--- config.mk ---
export PLATFORM = sky130hd
export DESIGN_NAME = bsd_unit
export DESIGN_NICKNAME = d
export VERILOG_FILES = /design/src/design/bsd_pkg.sv /design/src/design/bsd_cmp.sv /design/src/design/bsd_unit.sv
export SDC_FILE = /design/constraint.sdc
export NUM_CORES = 1
export LEC_CHECK = 0
export ABC_AREA = 1
export BUFFER_PORTS_ARGS = -buffer_cell sky130_fd_sc_hd__buf_2
export CAP_MARGIN = 25
export CORE_ASPECT_RATIO = 0.75
export CORE_MARGIN = 2
export CORE_UTILIZATION = 60
export CTS_BUF_LIST = sky130_fd_sc_hd__clkbuf_8
export DETAILED_ROUTE_END_ITERATION = 10
export HOLD_SLACK_MARGIN = 0.03
export PLACE_DENSITY = 0.88
export SYNTH_ARGS = -nofsm -noshare
export SYNTH_HDL_FRONTEND = slang
export SYNTH_SLANG_ARGS = --single-unit
--- constraint.sdc ---
create_clock -name clk_sys_i -period 6.36 [get_ports clk_sys_i]
set_input_delay 0.954 -clock clk_sys_i [delete_from_list [all_inputs] [get_ports clk_sys_i]]
set_output_delay 0.954 -clock clk_sys_i [all_outputs]
set_load 0.02 [all_outputs]
--- src/design/bsd_pkg.sv ---
// package: constants and types for the branch and skip decision unit
package bsd_pkg;

	localparam int PC_W        = 16;
	localparam int OFS_W       = 7;
	localparam int STEP_SEQ    = 1;
	localparam int STEP_SKIP1  = 2;
	localparam int STEP_SKIP2  = 3;
	localparam int CYC_ONE     = 1;
	localparam int CYC_TWO     = 2;
	localparam int CYC_THREE   = 3;
	localparam int FLG_C       = 0;
	localparam int FLG_Z       = 1;
	localparam int FLG_N       = 2;
	localparam int FLG_V       = 3;
	localparam int FLG_S       = 4;
	localparam int FLG_H       = 5;
	localparam int FLG_T       = 6;
	localparam int FLG_I       = 7;
	localparam logic [7:0] FLAGS_RST = 8'h00;
	localparam logic [PC_W-1:0] PC_RST = 16'h0000;

	typedef enum logic [3:0]
	{
		OP_NONE,
		OP_COMPARE_IMM,
		OP_SKIP_REG_BIT_CLEAR,
		OP_SKIP_IO_BIT_SET,
		OP_SKIP_IO_BIT_CLEAR,
		OP_BRANCH_FLAG_SET,
		OP_BRANCH_FLAG_CLEAR,
		OP_BRANCH_CARRY_CLEAR,
		OP_BRANCH_UNSIGNED_GE,
		OP_BRANCH_SIGNED_GE,
		OP_BRANCH_SIGNED_LT,
		OP_BRANCH_HALFCARRY_SET,
		OP_BRANCH_TRANSFER_BIT_SET,
		OP_BRANCH_OVERFLOW_SET
	} bsd_op_t;

	typedef struct packed
	{
		bsd_op_t           op;
		logic [2:0]        sel;
		logic [OFS_W-1:0]  offset;
		logic [7:0]        reg_val;
		logic [7:0]        imm;
		logic [7:0]        io_val;
		logic              next_two_words;
	} bsd_req_t;

	typedef struct packed
	{
		logic [PC_W-1:0]   pc;
		logic              taken;
		logic [1:0]        cycles;
	} bsd_res_t;

endpackage

--- src/design/bsd_cmp.sv ---
// module: compare-with-immediate flag computation
`timescale 1ns/10ps
module bsd_cmp
(
	input  wire logic [7:0] rd_i,
	input  wire logic [7:0] k_i,
	input  wire logic [7:0] flags_i,
	output logic      [7:0] flags_o
);
	import bsd_pkg::*;

	logic [7:0] diff;
	logic       carry;
	logic       half;
	logic       ovf;

	// subtraction only; result never stored [RQ13]
	always_comb
	begin
		diff  = rd_i - k_i;
		carry = (~rd_i[7] & k_i[7]) | (k_i[7] & diff[7]) | (diff[7] & ~rd_i[7]);
		half  = (~rd_i[3] & k_i[3]) | (k_i[3] & diff[3]) | (diff[3] & ~rd_i[3]);
		ovf   = (rd_i[7] & ~k_i[7] & ~diff[7]) | (~rd_i[7] & k_i[7] & diff[7]);
		flags_o        = flags_i;
		flags_o[FLG_C] = carry;
		flags_o[FLG_Z] = (diff == 8'h00);
		flags_o[FLG_N] = diff[7];
		flags_o[FLG_V] = ovf;
		flags_o[FLG_S] = diff[7] ^ ovf;
		flags_o[FLG_H] = half;
	end

endmodule

--- src/design/bsd_unit.sv ---
// module: branch and skip decision unit of the core
// How it works
// [RQ1] skip next instruction when chosen general register bit is zero; 1/2/3 cycles
// [RQ2] skip next instruction when chosen I/O register bit reads one
// [RQ3] skip next instruction when chosen I/O register bit reads zero
// [RQ4] branch to pc+offset+1 when indexed flag is one; 1 or 2 cycles
// [RQ5] branch to pc+offset+1 when indexed flag is zero
// [RQ6] carry-clear branch taken on carry zero, not taken on carry set
// [RQ7] unsigned same-or-higher branch taken exactly when carry clear
// [RQ8] signed greater-or-equal branch taken when negative xor overflow is zero
// [RQ9] signed less-than branch taken when negative xor overflow is one
// [RQ10] branch when half-carry flag is one
// [RQ11] branch when transfer bit is one, fall through otherwise
// [RQ12] branch when overflow flag is one, continue sequentially otherwise
// [RQ13] compare-immediate sets Z N V C H in one cycle, result discarded
// [RQ14] offset is signed word count; skip adds two or three words
`timescale 1ns/10ps
module bsd_unit
(
	input  wire logic              clk_sys_i,
	input  wire logic              rst_i,
	input  wire logic              req_valid_i,
	input  wire bsd_pkg::bsd_req_t req_i,
	input  wire logic [15:0]       pc_i,
	input  wire logic              flags_load_i,
	input  wire logic [7:0]        flags_i,
	output logic                   res_valid_o,
	output bsd_pkg::bsd_res_t      res_o,
	output logic [7:0]             status_flags_o
);
	import bsd_pkg::*;

	////////////////////////////////////////////////////////////////////////////////
	// state

	bsd_res_t   res_reg;
	bsd_res_t   res_next;
	logic       valid_reg;
	logic       valid_next;
	logic [7:0] status_flags_reg;
	logic [7:0] status_flags_next;
	logic [7:0] cmp_flags;

	logic       cond;
	logic       is_skip;
	logic       is_branch;
	logic [PC_W-1:0] ofs_ext;
	logic [PC_W-1:0] skip_step;

	////////////////////////////////////////////////////////////////////////////////
	// compare

	bsd_cmp u_cmp
	(
		.rd_i    (req_i.reg_val),
		.k_i     (req_i.imm),
		.flags_i (status_flags_reg),
		.flags_o (cmp_flags)
	);

	////////////////////////////////////////////////////////////////////////////////
	// decision

	always_comb
	begin
		cond      = 1'b0;
		is_skip   = 1'b0;
		is_branch = 1'b0;
		unique case (req_i.op)
			OP_NONE,
			OP_COMPARE_IMM:
			begin
				cond = 1'b0;
			end
			OP_SKIP_REG_BIT_CLEAR:
			begin
				is_skip = 1'b1;
				cond    = ~req_i.reg_val[req_i.sel]; // [RQ1]
			end
			OP_SKIP_IO_BIT_SET:
			begin
				is_skip = 1'b1;
				cond    = req_i.io_val[req_i.sel]; // [RQ2]
			end
			OP_SKIP_IO_BIT_CLEAR:
			begin
				is_skip = 1'b1;
				cond    = ~req_i.io_val[req_i.sel]; // [RQ3]
			end
			OP_BRANCH_FLAG_SET:
			begin
				is_branch = 1'b1;
				cond      = status_flags_reg[req_i.sel]; // [RQ4]
			end
			OP_BRANCH_FLAG_CLEAR:
			begin
				is_branch = 1'b1;
				cond      = ~status_flags_reg[req_i.sel]; // [RQ5]
			end
			OP_BRANCH_CARRY_CLEAR:
			begin
				is_branch = 1'b1;
				cond      = ~status_flags_reg[FLG_C]; // [RQ6]
			end
			OP_BRANCH_UNSIGNED_GE:
			begin
				is_branch = 1'b1;
				cond      = ~status_flags_reg[FLG_C]; // [RQ7]
			end
			OP_BRANCH_SIGNED_GE:
			begin
				is_branch = 1'b1;
				cond      = ~(status_flags_reg[FLG_N] ^ status_flags_reg[FLG_V]); // [RQ8]
			end
			OP_BRANCH_SIGNED_LT:
			begin
				is_branch = 1'b1;
				cond      = status_flags_reg[FLG_N] ^ status_flags_reg[FLG_V]; // [RQ9]
			end
			OP_BRANCH_HALFCARRY_SET:
			begin
				is_branch = 1'b1;
				cond      = status_flags_reg[FLG_H]; // [RQ10]
			end
			OP_BRANCH_TRANSFER_BIT_SET:
			begin
				is_branch = 1'b1;
				cond      = status_flags_reg[FLG_T]; // [RQ11]
			end
			OP_BRANCH_OVERFLOW_SET:
			begin
				is_branch = 1'b1;
				cond      = status_flags_reg[FLG_V]; // [RQ12]
			end
			default:
			begin
				cond = 1'b0;
			end
		endcase
	end

	// sign extension keeps backward branches correct across the pc width [RQ14]
	assign ofs_ext   = {{(PC_W-OFS_W){req_i.offset[OFS_W-1]}}, req_i.offset};
	assign skip_step = req_i.next_two_words ? PC_W'(STEP_SKIP2) : PC_W'(STEP_SKIP1); // [RQ14]

	////////////////////////////////////////////////////////////////////////////////
	// result

	// cycles only reports what the core spends; this unit answers in one
	always_comb
	begin
		res_next   = res_reg;
		valid_next = 1'b0;
		if (req_valid_i)
		begin
			valid_next      = 1'b1;
			res_next.taken  = cond;
			res_next.pc     = pc_i + PC_W'(STEP_SEQ);
			res_next.cycles = 2'(CYC_ONE);
			if (is_skip && cond)
			begin
				res_next.pc     = pc_i + skip_step; // [RQ1] [RQ2] [RQ3]
				res_next.cycles = req_i.next_two_words ? 2'(CYC_THREE) : 2'(CYC_TWO); // [RQ1]
			end
			else if (is_branch && cond)
			begin
				res_next.pc     = pc_i + ofs_ext + PC_W'(STEP_SEQ); // [RQ4] [RQ5]
				res_next.cycles = 2'(CYC_TWO); // [RQ4]
			end
		end
	end

	always_ff @(posedge clk_sys_i)
	begin
		if (rst_i)
		begin
			res_reg   <= '{pc: PC_RST, taken: 1'b0, cycles: 2'h0};
			valid_reg <= 1'b0;
		end
		else
		begin
			res_reg   <= res_next;
			valid_reg <= valid_next;
		end
	end

	////////////////////////////////////////////////////////////////////////////////
	// status flags

	// compare beats a same-cycle load so its flags are never lost
	always_comb
	begin
		status_flags_next = status_flags_reg;
		if (req_valid_i && (req_i.op == OP_COMPARE_IMM))
		begin
			status_flags_next = cmp_flags; // [RQ13]
		end
		else if (flags_load_i)
		begin
			status_flags_next = flags_i;
		end
	end

	always_ff @(posedge clk_sys_i)
	begin
		if (rst_i)
		begin
			status_flags_reg <= FLAGS_RST;
		end
		else
		begin
			status_flags_reg <= status_flags_next;
		end
	end

	////////////////////////////////////////////////////////////////////////////////
	// elaboration checks

	// offset must be narrower than the pc or sign extension breaks
	if (OFS_W >= PC_W)
	begin : g_bad_width
		$error("offset not narrower than pc");
	end

	assign res_valid_o    = valid_reg;
	assign res_o          = res_reg;
	assign status_flags_o = status_flags_reg;

endmodule

After elaboration in Yosys (flattened, before gate mapping)
Index checks and enable logic that the tools add are counted.
- register bits: 28
- bits of input ports: 67
- output and inout bits: 28
- word-level logic and storage cells: 78
- $add $sub $neg: 5
- magnitude comparators: 1
- eq/ne operators: 13
- mux-type cells: 18
- bitwise logic cells: 26
- reduce and logical (&&, ||, !) cells: 9
- operators by type and width (operator ; count):
    16-bit by 1-bit adder with 16-bit output, second input constant ; 2
    16-bit two-way mux ; 2
    4-bit == test, second input constant ; 6
    16-bit adder ; 1
    16-bit by 2-bit adder with 16-bit output ; 1
    4-bit by 3-bit == test with 1-bit output, second input constant ; 4
    6-bit two-way mux ; 2
    1-bit one-hot mux with 11 select lines ; 1
    1-bit inverter ; 10
    1-bit bitwise AND ; 9
    1-bit binary-select mux with 3-bit select ; 3
    9-bit OR reduction ; 1
    4-bit by 2-bit == test with 1-bit output, second input constant ; 2
    8-bit logical NOT ; 1
    1-bit two-way mux ; 8
    8-bit subtractor ; 1
    1-bit bitwise OR ; 5
    4-bit by 1-bit == test with 1-bit output, second input constant ; 1
    3-bit by 4-bit < comparator with 1-bit output, second input constant ; 1
    2-bit two-way mux ; 2
    1-bit logical AND ; 3
    3-bit OR reduction ; 1
    2-bit AND reduction ; 1
    2-bit nonzero test ; 1
    other kinds (2) ; 3

Depth between registers and ports, before layout
Gate-level depths: netlist of the first run.
- depth in word-level cells: 7
- mapped depth: 15
- gate-level depth less buffers: 15

Hierarchy
From an unflattened synthesis of the first run, not the netlist that was laid out.
- cell total of the unflattened synthesis: 612
- area, all modules: 3776.1 um^2
- modules (own cells, without submodules) (module ; instances ; cells an instance ; area an instance (um^2) ; sequential area each (um^2)):
    bsd_unit ; 1 ; 530 ; 3261.9 ; 560.5
    bsd_cmp ; 1 ; 82 ; 514.2 ; 0.0

Least setup slack after synthesis of the first run
OpenSTA, ideal clock, no wires.
- path kind: input-to-reg
- start: in req_i[11] (netlist name)
- end: reg status_flags_reg[3] (netlist: status_flags_o[3])
- library setup time: 0.110 ns
- data arrival time: 2.901 ns
- data required time: 6.250 ns
- slack: 3.349 ns
- stages: 14
- path buffers: 0
- path through: inv_1 > ha_1 > a21oi_1 > nand2_1 > a21oi_1 > o21bai_1 > nand2_1 > nand2_1 > a21oi_1 > fa_1 > mux2i_1 > o221ai_1 > nand2_1 > inv_1
- cells in the longest elaborated chain, start to end: 5
- elaborated cells on any way between the ends: 6
- those cells by class: 1 x add/sub; 1 x mux; 4 x bitwise
- ends and longest elaborated chain (what ; RTL line ; source):
    start: declaration ; bsd_unit.sv:23 ; input wire bsd_pkg::bsd_req_t req_i,
    8-bit subtractor (*) ; bsd_cmp.sv:20 ; diff = rd_i - k_i;
    1-bit inverter ; bsd_cmp.sv:23 ; ovf = (rd_i[7] & ~k_i[7] & ~diff[7]) | (~rd_i[7] & k_i[7] & diff[7]);
    1-bit bitwise AND ; bsd_cmp.sv:23 ;
    1-bit bitwise OR (*) ; bsd_cmp.sv:23 ;
    6-bit two-way mux (*) ; bsd_unit.sv:194 ; if (req_valid_i && (req_i.op == OP_COMPARE_IMM))
    end signal: assignment ; bsd_unit.sv:212 ; status_flags_reg <= status_flags_next;
    end: declaration ; bsd_unit.sv:40 ; logic [7:0] status_flags_reg;
Every way passes the cells marked *; elsewhere a longest branch is shown, timed or not.
A chain may end at the register's enable or synchronous reset.

Worst setup path after layout of the first run
Same ends and word-level chain as after synthesis.

==> run_results.csv, run 1 <==
group,metric,value,unit
pwr,power_density,152.7,nW/um^2
finish,mostFrequentLayoutCells,"nand2_1, buf_2, inv_1",
setup_path,start_kind,"primary input",
setup_path,crit_type,"primary input to flip-flop",
finish,area.growth.synth_to_final,15.04,%
floorplan,rows,24,
global_route,grt_max_degree,24,
setup_path,critical-path-top-delay-family,"adder cells",
cts,root_buffer,"clkbuf_8",
floorplan,core_area,5856,sq um
timing,setup_violations,0,
pwr,internal-power,384.9,uW
synthesis,yosysWarnings,0,
setup_path,worstPathMaxFanout,4,
timing,min_period,3.147,ns
timing,rsz0062_at_grt,"false",
pwr,p_sw_frac,0.3997,
global_route,grt_pass1_vias,3497,
global_route,grt_first_pass_wirelength,16090,microns
finish,nFillCells,484,
timing,relSlewSlack,0.4975,
routing,detail_route.wl_per_cell,13.97,microns
synthesis,synth_top_family_by_area,"simple AND/OR/NAND/NOR gates",
finish,layout_commonest_cell,"nand2_1",
placed_design,dp.final_hpwl,8266,microns
routing,top_layer_used,"met4",
cts,cts_hold_buf,0,
routing,wl_met2,4374,microns
finish,final_nets,755,
finish,final_cell_area,4200,sq um
finish,diodes,0,
floorplan,start_util,0.6235,
floorplan,die_h,71.56,microns
global_route,antenna_found_initial,0,
cts,postCtsSetupBuffers,0,
timing,finalCritPeriodShare,0.4947,
routing,first_iter_violations,440,
cts,clk_pin_slew,0.10,ns
routing,drc,0,
synthesis,syn_area,3651,sq um
pwr,ir_drop,0.0001099,V
timing,slew_violations,0,
setup_path,r2r_start,"status_flags_o[3]$_SDFFE_PP0P_",
setup_path,crit_top_cell,"nand2_1",
setup_path,cpPeakStageDelay,0.54,ns
synthesis,synth.distinct_cells,43,
finish,final-seq-area,560.5,sq um
routing,vias,4116,
pwr,switchingPower,256.3,uW
run_status,status,"finished, final reports clean",
pwr,comb_power_share,0.466,
cts,cts_buffer_depth,2,
cts,cts_resized,0,
placed_design,place.gp.congestion,0.9839,
routing,viasPerCell,5.615,
setup_path,worstPathRequired,6.54,ns
cts,insertion_delay,0.28,ns
synthesis,syn-num-nets,668,
finish,multi_input_area,2690,sq um
timing,setup_slack,3.213,ns
pwr,p_seq_frac,0.312,
cts,clock_sinks,28,
pwr,pwr-share-clk,0.222,
setup_path,crit_start,"req_i[11]",
hold_path,min_from,"res_o[1]$_SDFFE_PP0P_",
timing,setup_tns,0,ns
global_route,grt_use_total,0.2931,
cts,cts_buffers,3,
placed_design,post-place-ws,2.974,ns
global_route,gr-total-overflow,0,
floorplan,die_area,6732,sq um
routing,routedLengthMet1,4963,microns
setup_path,rrSetupSlack,4.33,ns
timing,tightest_slew,0.7530,ns
placed_design,numPortBuffers,94,
pwr,p_leak,0.002202,uW
synthesis,netlist_instances,569,
synthesis,ys_seq_elements,28,
timing,finClkSkew,0.009984,ns
finish,instances_no_fill,733,
synthesis,synth_compound_area_frac,0.1847,
setup_path,slowest_stage,"fa_1",
timing,clock.fmax,317.8,MHz
timing,hold_viol_final,0,
synthesis,synth-xor-area-share,0.09596,
cts,tritoncts,"built",
synthesis,avgSynthCellArea,6.417,sq um
setup_path,cp_cell_sequence,"buf_2 > inv_1 > ha_1 > a21oi_1 > nand2_1 > a21oi_1 > o21bai_1 > nand2_1 > nand2_1 > a21oi_1 > fa_1 > mux2i_1 > o221ai_1 > nand2_1 > inv_1",
cts,htreeDepth,1,
setup_path,critPathBufInv,3,
floorplan,die_w,94.08,microns
routing,dr.pass1.iters,7,
routing,ant_nets,0,
synthesis,yosys.area_share.simple,0.3334,
placed_design,place_inst,729,
setup_path,crit_arrival,3.33,ns
synthesis,synth_fa_ha_area_frac,0.1199,
hold_path,hold_class,"flip-flop to flip-flop",
routing,route.met3.wl,725,microns
synthesis,ys_seq_area_frac,0.1535,
finish,drive_above_1_share,0.2137,
synthesis,synth.area.mux_share,0.002742,
routing,routed_wl,10240,microns
floorplan,pin_count,95,
placed_design,place_area,4129,sq um
job,drv_cap,0,
setup_path,worstSetupEndpointType,"flip-flop",
## synthesized netlist by cell type, drive strengths merged
| cell | count | area share |
|---|---|---|
| a21o | 1 | 0.0021 |
| a21oi | 60 | 0.087 |
| a31oi | 2 | 0.0034 |
| and3 | 1 | 0.0017 |
| buf | 7 | 0.020 |
| clkbuf | 5 | 0.0051 |
| dfxtp | 28 | 0.15 |
| fa | 5 | 0.027 |
| ha | 27 | 0.093 |
| inv | 82 | 0.085 |
| mux2i | 1 | 0.0027 |
| nand2 | 124 | 0.13 |
| nand3 | 56 | 0.086 |
| nand3b | 4 | 0.0093 |
| nand4 | 10 | 0.021 |
| nor2 | 57 | 0.068 |
| nor3 | 6 | 0.012 |
| nor3b | 1 | 0.0021 |
| nor4b | 1 | 0.0024 |
| o211ai | 9 | 0.024 |
| o21a | 1 | 0.0021 |
| o21ai | 36 | 0.056 |
| o21bai | 1 | 0.0021 |
| o221ai | 2 | 0.0048 |
| o22ai | 2 | 0.0034 |
| xnor2 | 8 | 0.019 |
| xor2 | 32 | 0.077 |
## power by group through the flow
stage	clock, uW	sequential [uW]	combinational (uW)
finish	143	200	299
detailed placement	0	203	292
floorplan	0	220	192
CTS	144	199	294
global placement	0	203	285
global route	152	201	331
## per-layer routing
layer	vias up	GRT usage
met1	1857	0.4599
met4	0	0.04670
met2	180	0.4373
li1	2051	-
met5	-	0
met3	28	0.03470
## cells by family after synthesis
logic type | count (synthesis)
AOI/OAI and AO/OA | 114
adders and majority gates | 32
DFF | 28
buffers and inverters | 94
and+or+nand+nor | 260
muxes | 1
xor gates and xnor gates | 40
## state kept, by name (all words and copies together) (netlist names)
register / count
res_valid_o: 1
status_flags_o: 8
res_o: 19
## layout make-up
cell class / instances / share of cell area
sequential: 28 / 0.1335
clock inverter: 1 / 0.007149
tap: 78 / 0.02324
multi-input combinational: 447 / 0.6405
inverter: 82 / 0.07388
timing repair buffer: 94 / 0.1120
clock buffer: 3 / 0.009830
## tightest hold or removal path: stages, from the launching register on
cell and delay, ns:
dfxtp_1 0.32, nand2_1 0.06, a21oi_1 0.06
## metrics by stage
step | power (uW) | util | hold WS [ns]
after detailed placement | 495.3 | 0.7051 | 0.4588
after CTS | 637.5 | 0.7173 | 0.4748
after global placement | 487.5 | 0.7051 | 0.4488
after floorplan | 412.5 | - | 0.5419
final | 641.2 | 0.7173 | 0.4749
after global routing | 683.9 | 0.7173 | 0.5079
## final timing paths
path	end	cells past startpoint
worst max register to register	res_o[15]$_SDFFE_PP0P_	7
worst min-delay path	res_o[1]$_SDFFE_PP0P_	2
worst min register to register	res_o[1]$_SDFFE_PP0P_	2
worst max-delay path	status_flags_o[3]$_SDFFE_PP0P_	15
(Power assumes the default switching activity.)
==> inputs of run 2 (changes only) <==
--- a/config.mk
+++ b/config.mk
@@ -5,16 +5,16 @@
 export SDC_FILE = /design/constraint.sdc
 export NUM_CORES = 1
 export LEC_CHECK = 0
-export ABC_AREA = 1
+export ABC_AREA = 0
 export BUFFER_PORTS_ARGS = -buffer_cell sky130_fd_sc_hd__buf_2
 export CAP_MARGIN = 25
 export CORE_ASPECT_RATIO = 0.75
 export CORE_MARGIN = 2
-export CORE_UTILIZATION = 60
+export CORE_UTILIZATION = 55
 export CTS_BUF_LIST = sky130_fd_sc_hd__clkbuf_8
 export DETAILED_ROUTE_END_ITERATION = 10
 export HOLD_SLACK_MARGIN = 0.03
-export PLACE_DENSITY = 0.88
+export PLACE_DENSITY = 0.83
 export SYNTH_ARGS = -nofsm -noshare
 export SYNTH_HDL_FRONTEND = slang
 export SYNTH_SLANG_ARGS = --single-unit
==> constraint.sdc (replaced) <==
create_clock -name clk_sys_i -period 2.9 [get_ports clk_sys_i]
set_input_delay 0.435 -clock clk_sys_i [delete_from_list [all_inputs] [get_ports clk_sys_i]]
set_output_delay 0.435 -clock clk_sys_i [all_outputs]
set_load 0.02 [all_outputs]
==> run 2 against run 1 <==
Compared with the run above:
- wire length down 2.2%
- combinational power up 130%
- die area up 0.54%
- sequential power up 120%
- clock power up 130%
- global-route usage up 1.1 points
- power up 130%
- hold slack worse by 0.085 ns
- area after synthesis down 7.8%
- critical path type unchanged
- largest cell class unchanged
- highest routed layer unchanged
==> run_results.csv, run 2 <==
group,metric,value,unit
run_status,status,"finished, final reports clean",
floorplan,rows,24,
global_route,grt_pass1_vias,3468,
timing,slew_violations,0,
routing,dr.pass1.iters,5,
synthesis,synth_top_cell_by_area,"dfxtp_1",
pwr,power_density,341.0,nW/um^2
finish,mostFrequentLayoutCells,"buf_2, buf_4, nor2_1",
timing,rsz0062_at_grt,"true",
setup_path,rrSetupSlack,0.21,ns
synthesis,syn_area,3366,sq um
global_route,antenna_found_initial,0,
synthesis,synth_top_area_share,0.1665,
hold_path,min_from,"flags_i[7]",
setup_path,worstPathRequired,3.06,ns
timing,finClkSkew,0.002151,ns
routing,ant_nets,0,
cts,root_buffer,"clkbuf_8",
synthesis,synth_edf_count,0,
synthesis,synth.most_common_cell,"nor2_1",
synthesis,synth-async-reset-ratio,0,
synthesis,ys_seq_area_frac,0.1665,
global_route,grt_first_pass_wirelength,16510,microns
pwr,p_seq_frac,0.305,
pwr,power,1453,uW
floorplan,die_area,6768,sq um
global_route,gr-total-overflow,0,
setup_path,start_kind,"primary input",
floorplan,core_area,5856,sq um
setup_path,crit_type,"primary input to flip-flop",
cts,cts_hold_buf,0,
finish,layout_commonest_cell,"buf_2",
floorplan,die_h,71.75,microns
finish,largest_reg_flops,19,
routing,vias,3738,
job,drv_cap,0,
cts,htreeDepth,1,
finish,diodes,0,
setup_path,worstSetupEndpointType,"flip-flop",
timing,holdWs,0.3901,ns
cts,clock_sinks,28,
placed_design,dp.final_hpwl,7997,microns
floorplan,die_w,94.33,microns
timing,setup_violations,0,
finish,final_nets,657,
cts,insertion_delay,0.29,ns
timing,finalCritPeriodShare,0.9761,
timing,tightest_slew,0.5918,ns
floorplan,pin_count,95,
synthesis,netlist_instances,444,
synthesis,yosysWarnings,0,
synthesis,ys_top_cells_by_area,"dfxtp_1, ha_1, nor2_1",
timing,hold_viol_final,0,
hold_path,hold_class,"primary input to flip-flop",
synthesis,ys.flop_type,"dfxtp_1",
pwr,ir_drop,0.0002362,V
placed_design,numPortBuffers,94,
cts,clk_pin_slew,0.11,ns
floorplan,start_util,0.5748,
synthesis,ys_seq_elements,28,
global_route,grt_use_total,0.3045,
pwr,p_leak,0.001919,uW
routing,detail_route.wl_per_cell,15.77,microns
timing,clock.fmax,353.3,MHz
timing,relSlewSlack,0.6054,
routing,viasPerCell,5.887,
setup_path,crit_arrival,2.99,ns
placed_design,place.gp.congestion,0.9989,
setup_path,worstPathMaxFanout,2,
pwr,comb_power_share,0.470,
synthesis,syn-num-nets,543,
synthesis,avgSynthCellArea,7.580,sq um
timing,min_period,2.831,ns
synthesis,synth.distinct_cells,68,
global_route,grt_max_degree,35,
cts,tritoncts,"built",
synthesis,synthTopCellsByCount,"nor2_1, a21oi_1, dfxtp_1",
finish,drive_above_1_share,0.2908,
routing,routed_wl,10020,microns
pwr,internal-power,909.3,uW
pwr,pwr-share-clk,0.225,
pwr,switchingPower,543.5,uW
cts,cts_buffer_depth,2,
finish,area.growth.synth_to_final,26.58,%
routing,first_iter_violations,259,
setup_path,crit_start,"pc_i[0]",
routing,drc,0,
setup_path,r2r_start,"status_flags_o[3]$_SDFFE_PP0P_",
pwr,p_sw_frac,0.3741,
cts,cts_buffers,3,
[run 2: changes by cell type after synthesis, sizes merged, moves of 6 or more]
cell    before  now
a211oi       0   14
nand2b       0   22
o21a         1   10
mux2i        1    9
a21oi       60   29
nor2b        0   10
mux4         0    6
clkbuf       5   24
inv         82   24
xor2        32   12
nor2        57   40
nand3       56   22
nand2      124   26
[run 2: cell families after synthesis]
group                    share of synthesized area
AND/OR/NAND/NOR                             0.2550
AO/OA/AOI/OAI                               0.2491
buffers and inverters                      0.06208
adder cells (fa/ha/maj)                     0.1301
flip-flops                                  0.1665
XOR/XNOR                                   0.06245
multiplexers                               0.07472
[run 2: power by group through the flow]
stage | Clock [uW] | Combinational (uW) | Sequential (uW)
after floorplan | 0 | 387 | 487
after global placement | 0 | 643 | 449
after detailed placement | 0 | 663 | 450
after CTS | 328 | 676 | 442
after global routing | 343 | 749 | 446
final | 326 | 683 | 443
[run 2: path summary, 6_finish.rpt]
check	to	cells past startpoint
max reg2reg	res_o[18]$_SDFFE_PP0P_	9
max	res_o[17]$_SDFFE_PP0P_	14
min	status_flags_o[7]$_SDFFE_PP0P_	3
min reg2reg	res_o[1]$_SDFFE_PP0P_	1
[run 2: through the flow]
stage | instances | util | setup slack [ns] | cell area, sq um | TNS [ns]
after floorplan | 444 | - | -0.1716 | 3391 | -0.1716
after CTS | 635 | 0.7256 | -0.04849 | 4249 | -0.04849
final | 635 | 0.7276 | 0.06933 | 4260 | 0
after global placement | 630 | 0.7083 | -0.2259 | 4148 | -1.552
after detailed placement | 630 | 0.7083 | -0.3842 | 4148 | -2.642
after global routing | 635 | 0.7276 | -0.06248 | 4260 | -0.06248
[run 2: per-layer routing]
metal  track usage  part of all wire  vias to the layer above  routed length (microns)
li1              -                 -                     1847                        -
met1        0.4388              0.47                     1767                     4722
met2        0.5127              0.47                      113                     4724
met3       0.03365             0.050                       11                      504
met4       0.03060            0.0065                        0                       65
met5             0                 0                        -                        0
[run 2: layout make-up]
| cell class | instances | area, sq um |
|---|---|---|
| Clock buffer | 3 | 41.29 |
| Tap cell | 78 | 97.59 |
| Timing Repair Buffer | 137 | 793.3 |
| Inverter | 24 | 90.09 |
| Fill cell | 464 | 1595 |
| Multi-Input combinational cell | 364 | 2648 |
| Sequential cell | 28 | 560.5 |
| Clock inverter | 1 | 30.03 |
[run 2: critical path: stages]
cell and delay [ns]:
buf_2 0.10, inv_1 0.06, ha_1 0.16, inv_1 0.06, fa_2 0.35, a211oi_2 0.19, nor2_1 0.09, o41a_1 0.36
o41ai_2 0.28, o21ai_1 0.13, o21a_1 0.18, or3_1 0.32, a21oi_2 0.19, nor4_2 0.08
[run 2: what timing repair did]
action,CTS,global route
pin swaps,3,2
setup endpoints to repair,2,7
gates resized for setup,4,3
gates cloned,0,0
setup buffers,1,0
==> inputs of run 3 (changes only) <==
--- a/config.mk
+++ b/config.mk
@@ -15,6 +15,7 @@
 export DETAILED_ROUTE_END_ITERATION = 10
 export HOLD_SLACK_MARGIN = 0.03
 export PLACE_DENSITY = 0.83
+export REMOVE_ABC_BUFFERS = 1
 export SYNTH_ARGS = -nofsm -noshare
 export SYNTH_HDL_FRONTEND = slang
 export SYNTH_SLANG_ARGS = --single-unit
==> run 3 against run 2 <==
Compared with the run above:
- the flow now finishes with violations (setup timing)
- largest power group unchanged
- register-to-register slack gained 0.05 ns
- core utilization rose by 1.9 points
- first-iteration DRC count is 48% higher
- combinational power is 4.8% higher
- largest cell class unchanged
- highest routed layer unchanged
- via count increased by 4.3%
==> run_results.csv, run 3 (synthesized netlist as in run 2, its figures left out) <==
group,metric,value,unit
finish,area.growth.synth_to_final,29.89,%
routing,drc,0,
cts,cts_buffer_depth,2,
setup_path,worstSetupEndpointType,"flip-flop",
setup_path,worstReg2RegEnd,"res_o[18]$_SDFFE_PP0P_",
floorplan,die_area,6768,sq um
cts,clk_pin_slew,0.10,ns
placed_design,place.gp.congestion,0.9240,
timing,finalCritPeriodShare,1.020,
routing,routed_wl,10580,microns
cts,root_buffer,"clkbuf_8",
finish,mostFrequentLayoutCells,"buf_2, buf_4, nor2_1",
global_route,use_met3,0.04627,
global_route,grt_max_degree,28,
setup_path,cp_cell_sequence,"buf_8 > inv_6 > ha_4 > inv_2 > fa_2 > a211oi_2 > nor2_2 > o41a_1 > o41ai_2 > o21ai_1 > o21a_1 > or3_1 > a21oi_2 > nor4_2",
timing,holdWs,0.3663,ns
global_route,grt_pass1_vias,3706,
routing,vias,3900,
routing,dr.pass1.iters,6,
placed_design,numPortBuffers,94,
cts,tritoncts,"built",
global_route,grt_use_total,0.3146,
hold_path,min_path_cells,2,
cts,cts_hold_buf,0,
timing,setup_slack,-0.05662,ns
finish,layout_commonest_cell,"buf_2",
finish,final_nets,665,
timing,clock.fmax,338.2,MHz
timing,finClkSkew,0.003208,ns
global_route,use_met1,0.4311,
setup_path,cpPeakStageDelay,0.43,ns
setup_path,rr_worst_depth,10,
floorplan,start_util,0.5748,
finish,largest_reg_flops,19,
routing,ant_nets,0,
timing,setup_tns,-0.05662,ns
placed_design,post-place-ws,-0.3868,ns
pwr,power_density,337.4,nW/um^2
hold_path,hold_end,"res_o[10]$_SDFFE_PP0P_",
timing,rsz0062_at_grt,"true",
floorplan,rows,24,
cts,cts_buffers,3,
timing,setup_violations,1,
global_route,grt_busiest_layer,"met2",
finish,diodes,0,
run_status,status,"finished with violations",
pwr,ir_drop,0.0002005,V
routing,detail_route.wl_per_cell,16.45,microns
timing,slew_violations,0,
setup_path,start_kind,"primary input",
setup_path,slowest_stage,"o41a_1",
cts,insertion_delay,0.28,ns
cts,clock_sinks,28,
global_route,use_met2,0.5357,
setup_path,r2r_start,"status_flags_o[0]$_SDFFE_PP0P_",
hold_path,hold_class,"primary input to flip-flop",
global_route,grt_first_pass_wirelength,17340,microns
global_route,antenna_found_initial,0,
finish,drive_above_1_share,0.3133,
floorplan,pin_count,95,
routing,first_iter_violations,384,
timing,relSlewSlack,0.6761,
setup_path,worstPathRequired,3.07,ns
setup_path,rrSetupSlack,0.26,ns
run_status,violations,"setup timing",
floorplan,die_h,71.75,microns
setup_path,crit_arrival,3.13,ns
pwr,p_leak,0.001968,uW
setup_path,crit_type,"primary input to flip-flop",
setup_path,worstPathMaxFanout,2,
job,drv_cap,0,
floorplan,core_area,5856,sq um
pwr,power,1475,uW
global_route,gr-total-overflow,0,
timing,tightest_slew,0.4859,ns
finish,nFillCells,464,
floorplan,die_w,94.33,microns
timing,hold_viol_final,0,
placed_design,dp.final_hpwl,8187,microns
routing,viasPerCell,6.065,
hold_path,min_from,"rst_i",
cts,htreeDepth,1,
timing,min_period,2.957,ns
-- run 3: cell types whose count changed in the layout (fill, tap and decap cells not counted), sizes merged --
cell  change
buf       +8
-- run 3: worst max path at each step --
stage	end	cells after the start	from
after global placement	res_o[17]$_SDFFE_PP0P_	14	pc_i[0]
after CTS	res_o[18]$_SDFFE_PP0P_	10	req_i[33]
after global routing	res_o[17]$_SDFFE_PP0P_	14	pc_i[0]
final	res_o[17]$_SDFFE_PP0P_	14	pc_i[0]
after floorplan	res_o[18]$_SDFFE_PP0P_	9	req_i[33]
after detailed placement	res_o[17]$_SDFFE_PP0P_	14	pc_i[0]
-- run 3: routing by layer --
| layer | vias to the layer above | wire length, microns |
|---|---|---|
| met1 | 1817 | 4565 |
| met4 | 0 | 163 |
| met5 | - | 0 |
| li1 | 1865 | - |
| met2 | 187 | 5043 |
| met3 | 31 | 809 |
-- run 3: repair_timing --
item	4_1_cts	5_1_grt
setup endpoints to repair	2	9
pin swaps	2	16
resized for setup	3	22
setup buffers	0	1
-- run 3: layout make-up --
| cell class | instances | area [sq um] | area share |
|---|---|---|---|
| Multi-Input combinational cell | 364 | 2663 | 0.6090 |
| Timing Repair Buffer | 145 | 882.1 | 0.2018 |
| Sequential cell | 28 | 560.5 | 0.1282 |
| Inverter | 24 | 97.59 | 0.02232 |
| Tap cell | 78 | 97.59 | 0.02232 |
| Clock buffer | 3 | 41.29 | 0.009445 |
| Clock inverter | 1 | 30.03 | 0.006869 |
-- run 3: worst max-delay path, delay by kind of cell --
| kind | cells | cell delay [ns] |
|---|---|---|
| AND/OR/NAND/NOR | 3 | 0.48 |
| AO/OA/AOI/OAI | 6 | 1.53 |
| adder cells (fa/ha/maj) | 2 | 0.50 |
| buffers and inverters | 3 | 0.19 |
-- run 3: per-stage QoR --
step	std cells	area (sq um)	util
6_report	643	4372	0.7466
5_1_grt	643	4372	0.7466
4_1_cts	642	4285	0.7318
3_5_place_dp	638	4203	0.7177
3_3_place_gp	638	4203	0.7177
2_1_floorplan	416	3247	-
-- run 3: report_power, final --
| part | leakage [uW] | switching (uW) | internal, uW | total [uW] |
|---|---|---|---|---|
| registers | 0.000232 | 20.9 | 418 | 439 |
| logic | 0.00170 | 395 | 321 | 716 |
| clock network | 0.0000357 | 134 | 185 | 319 |
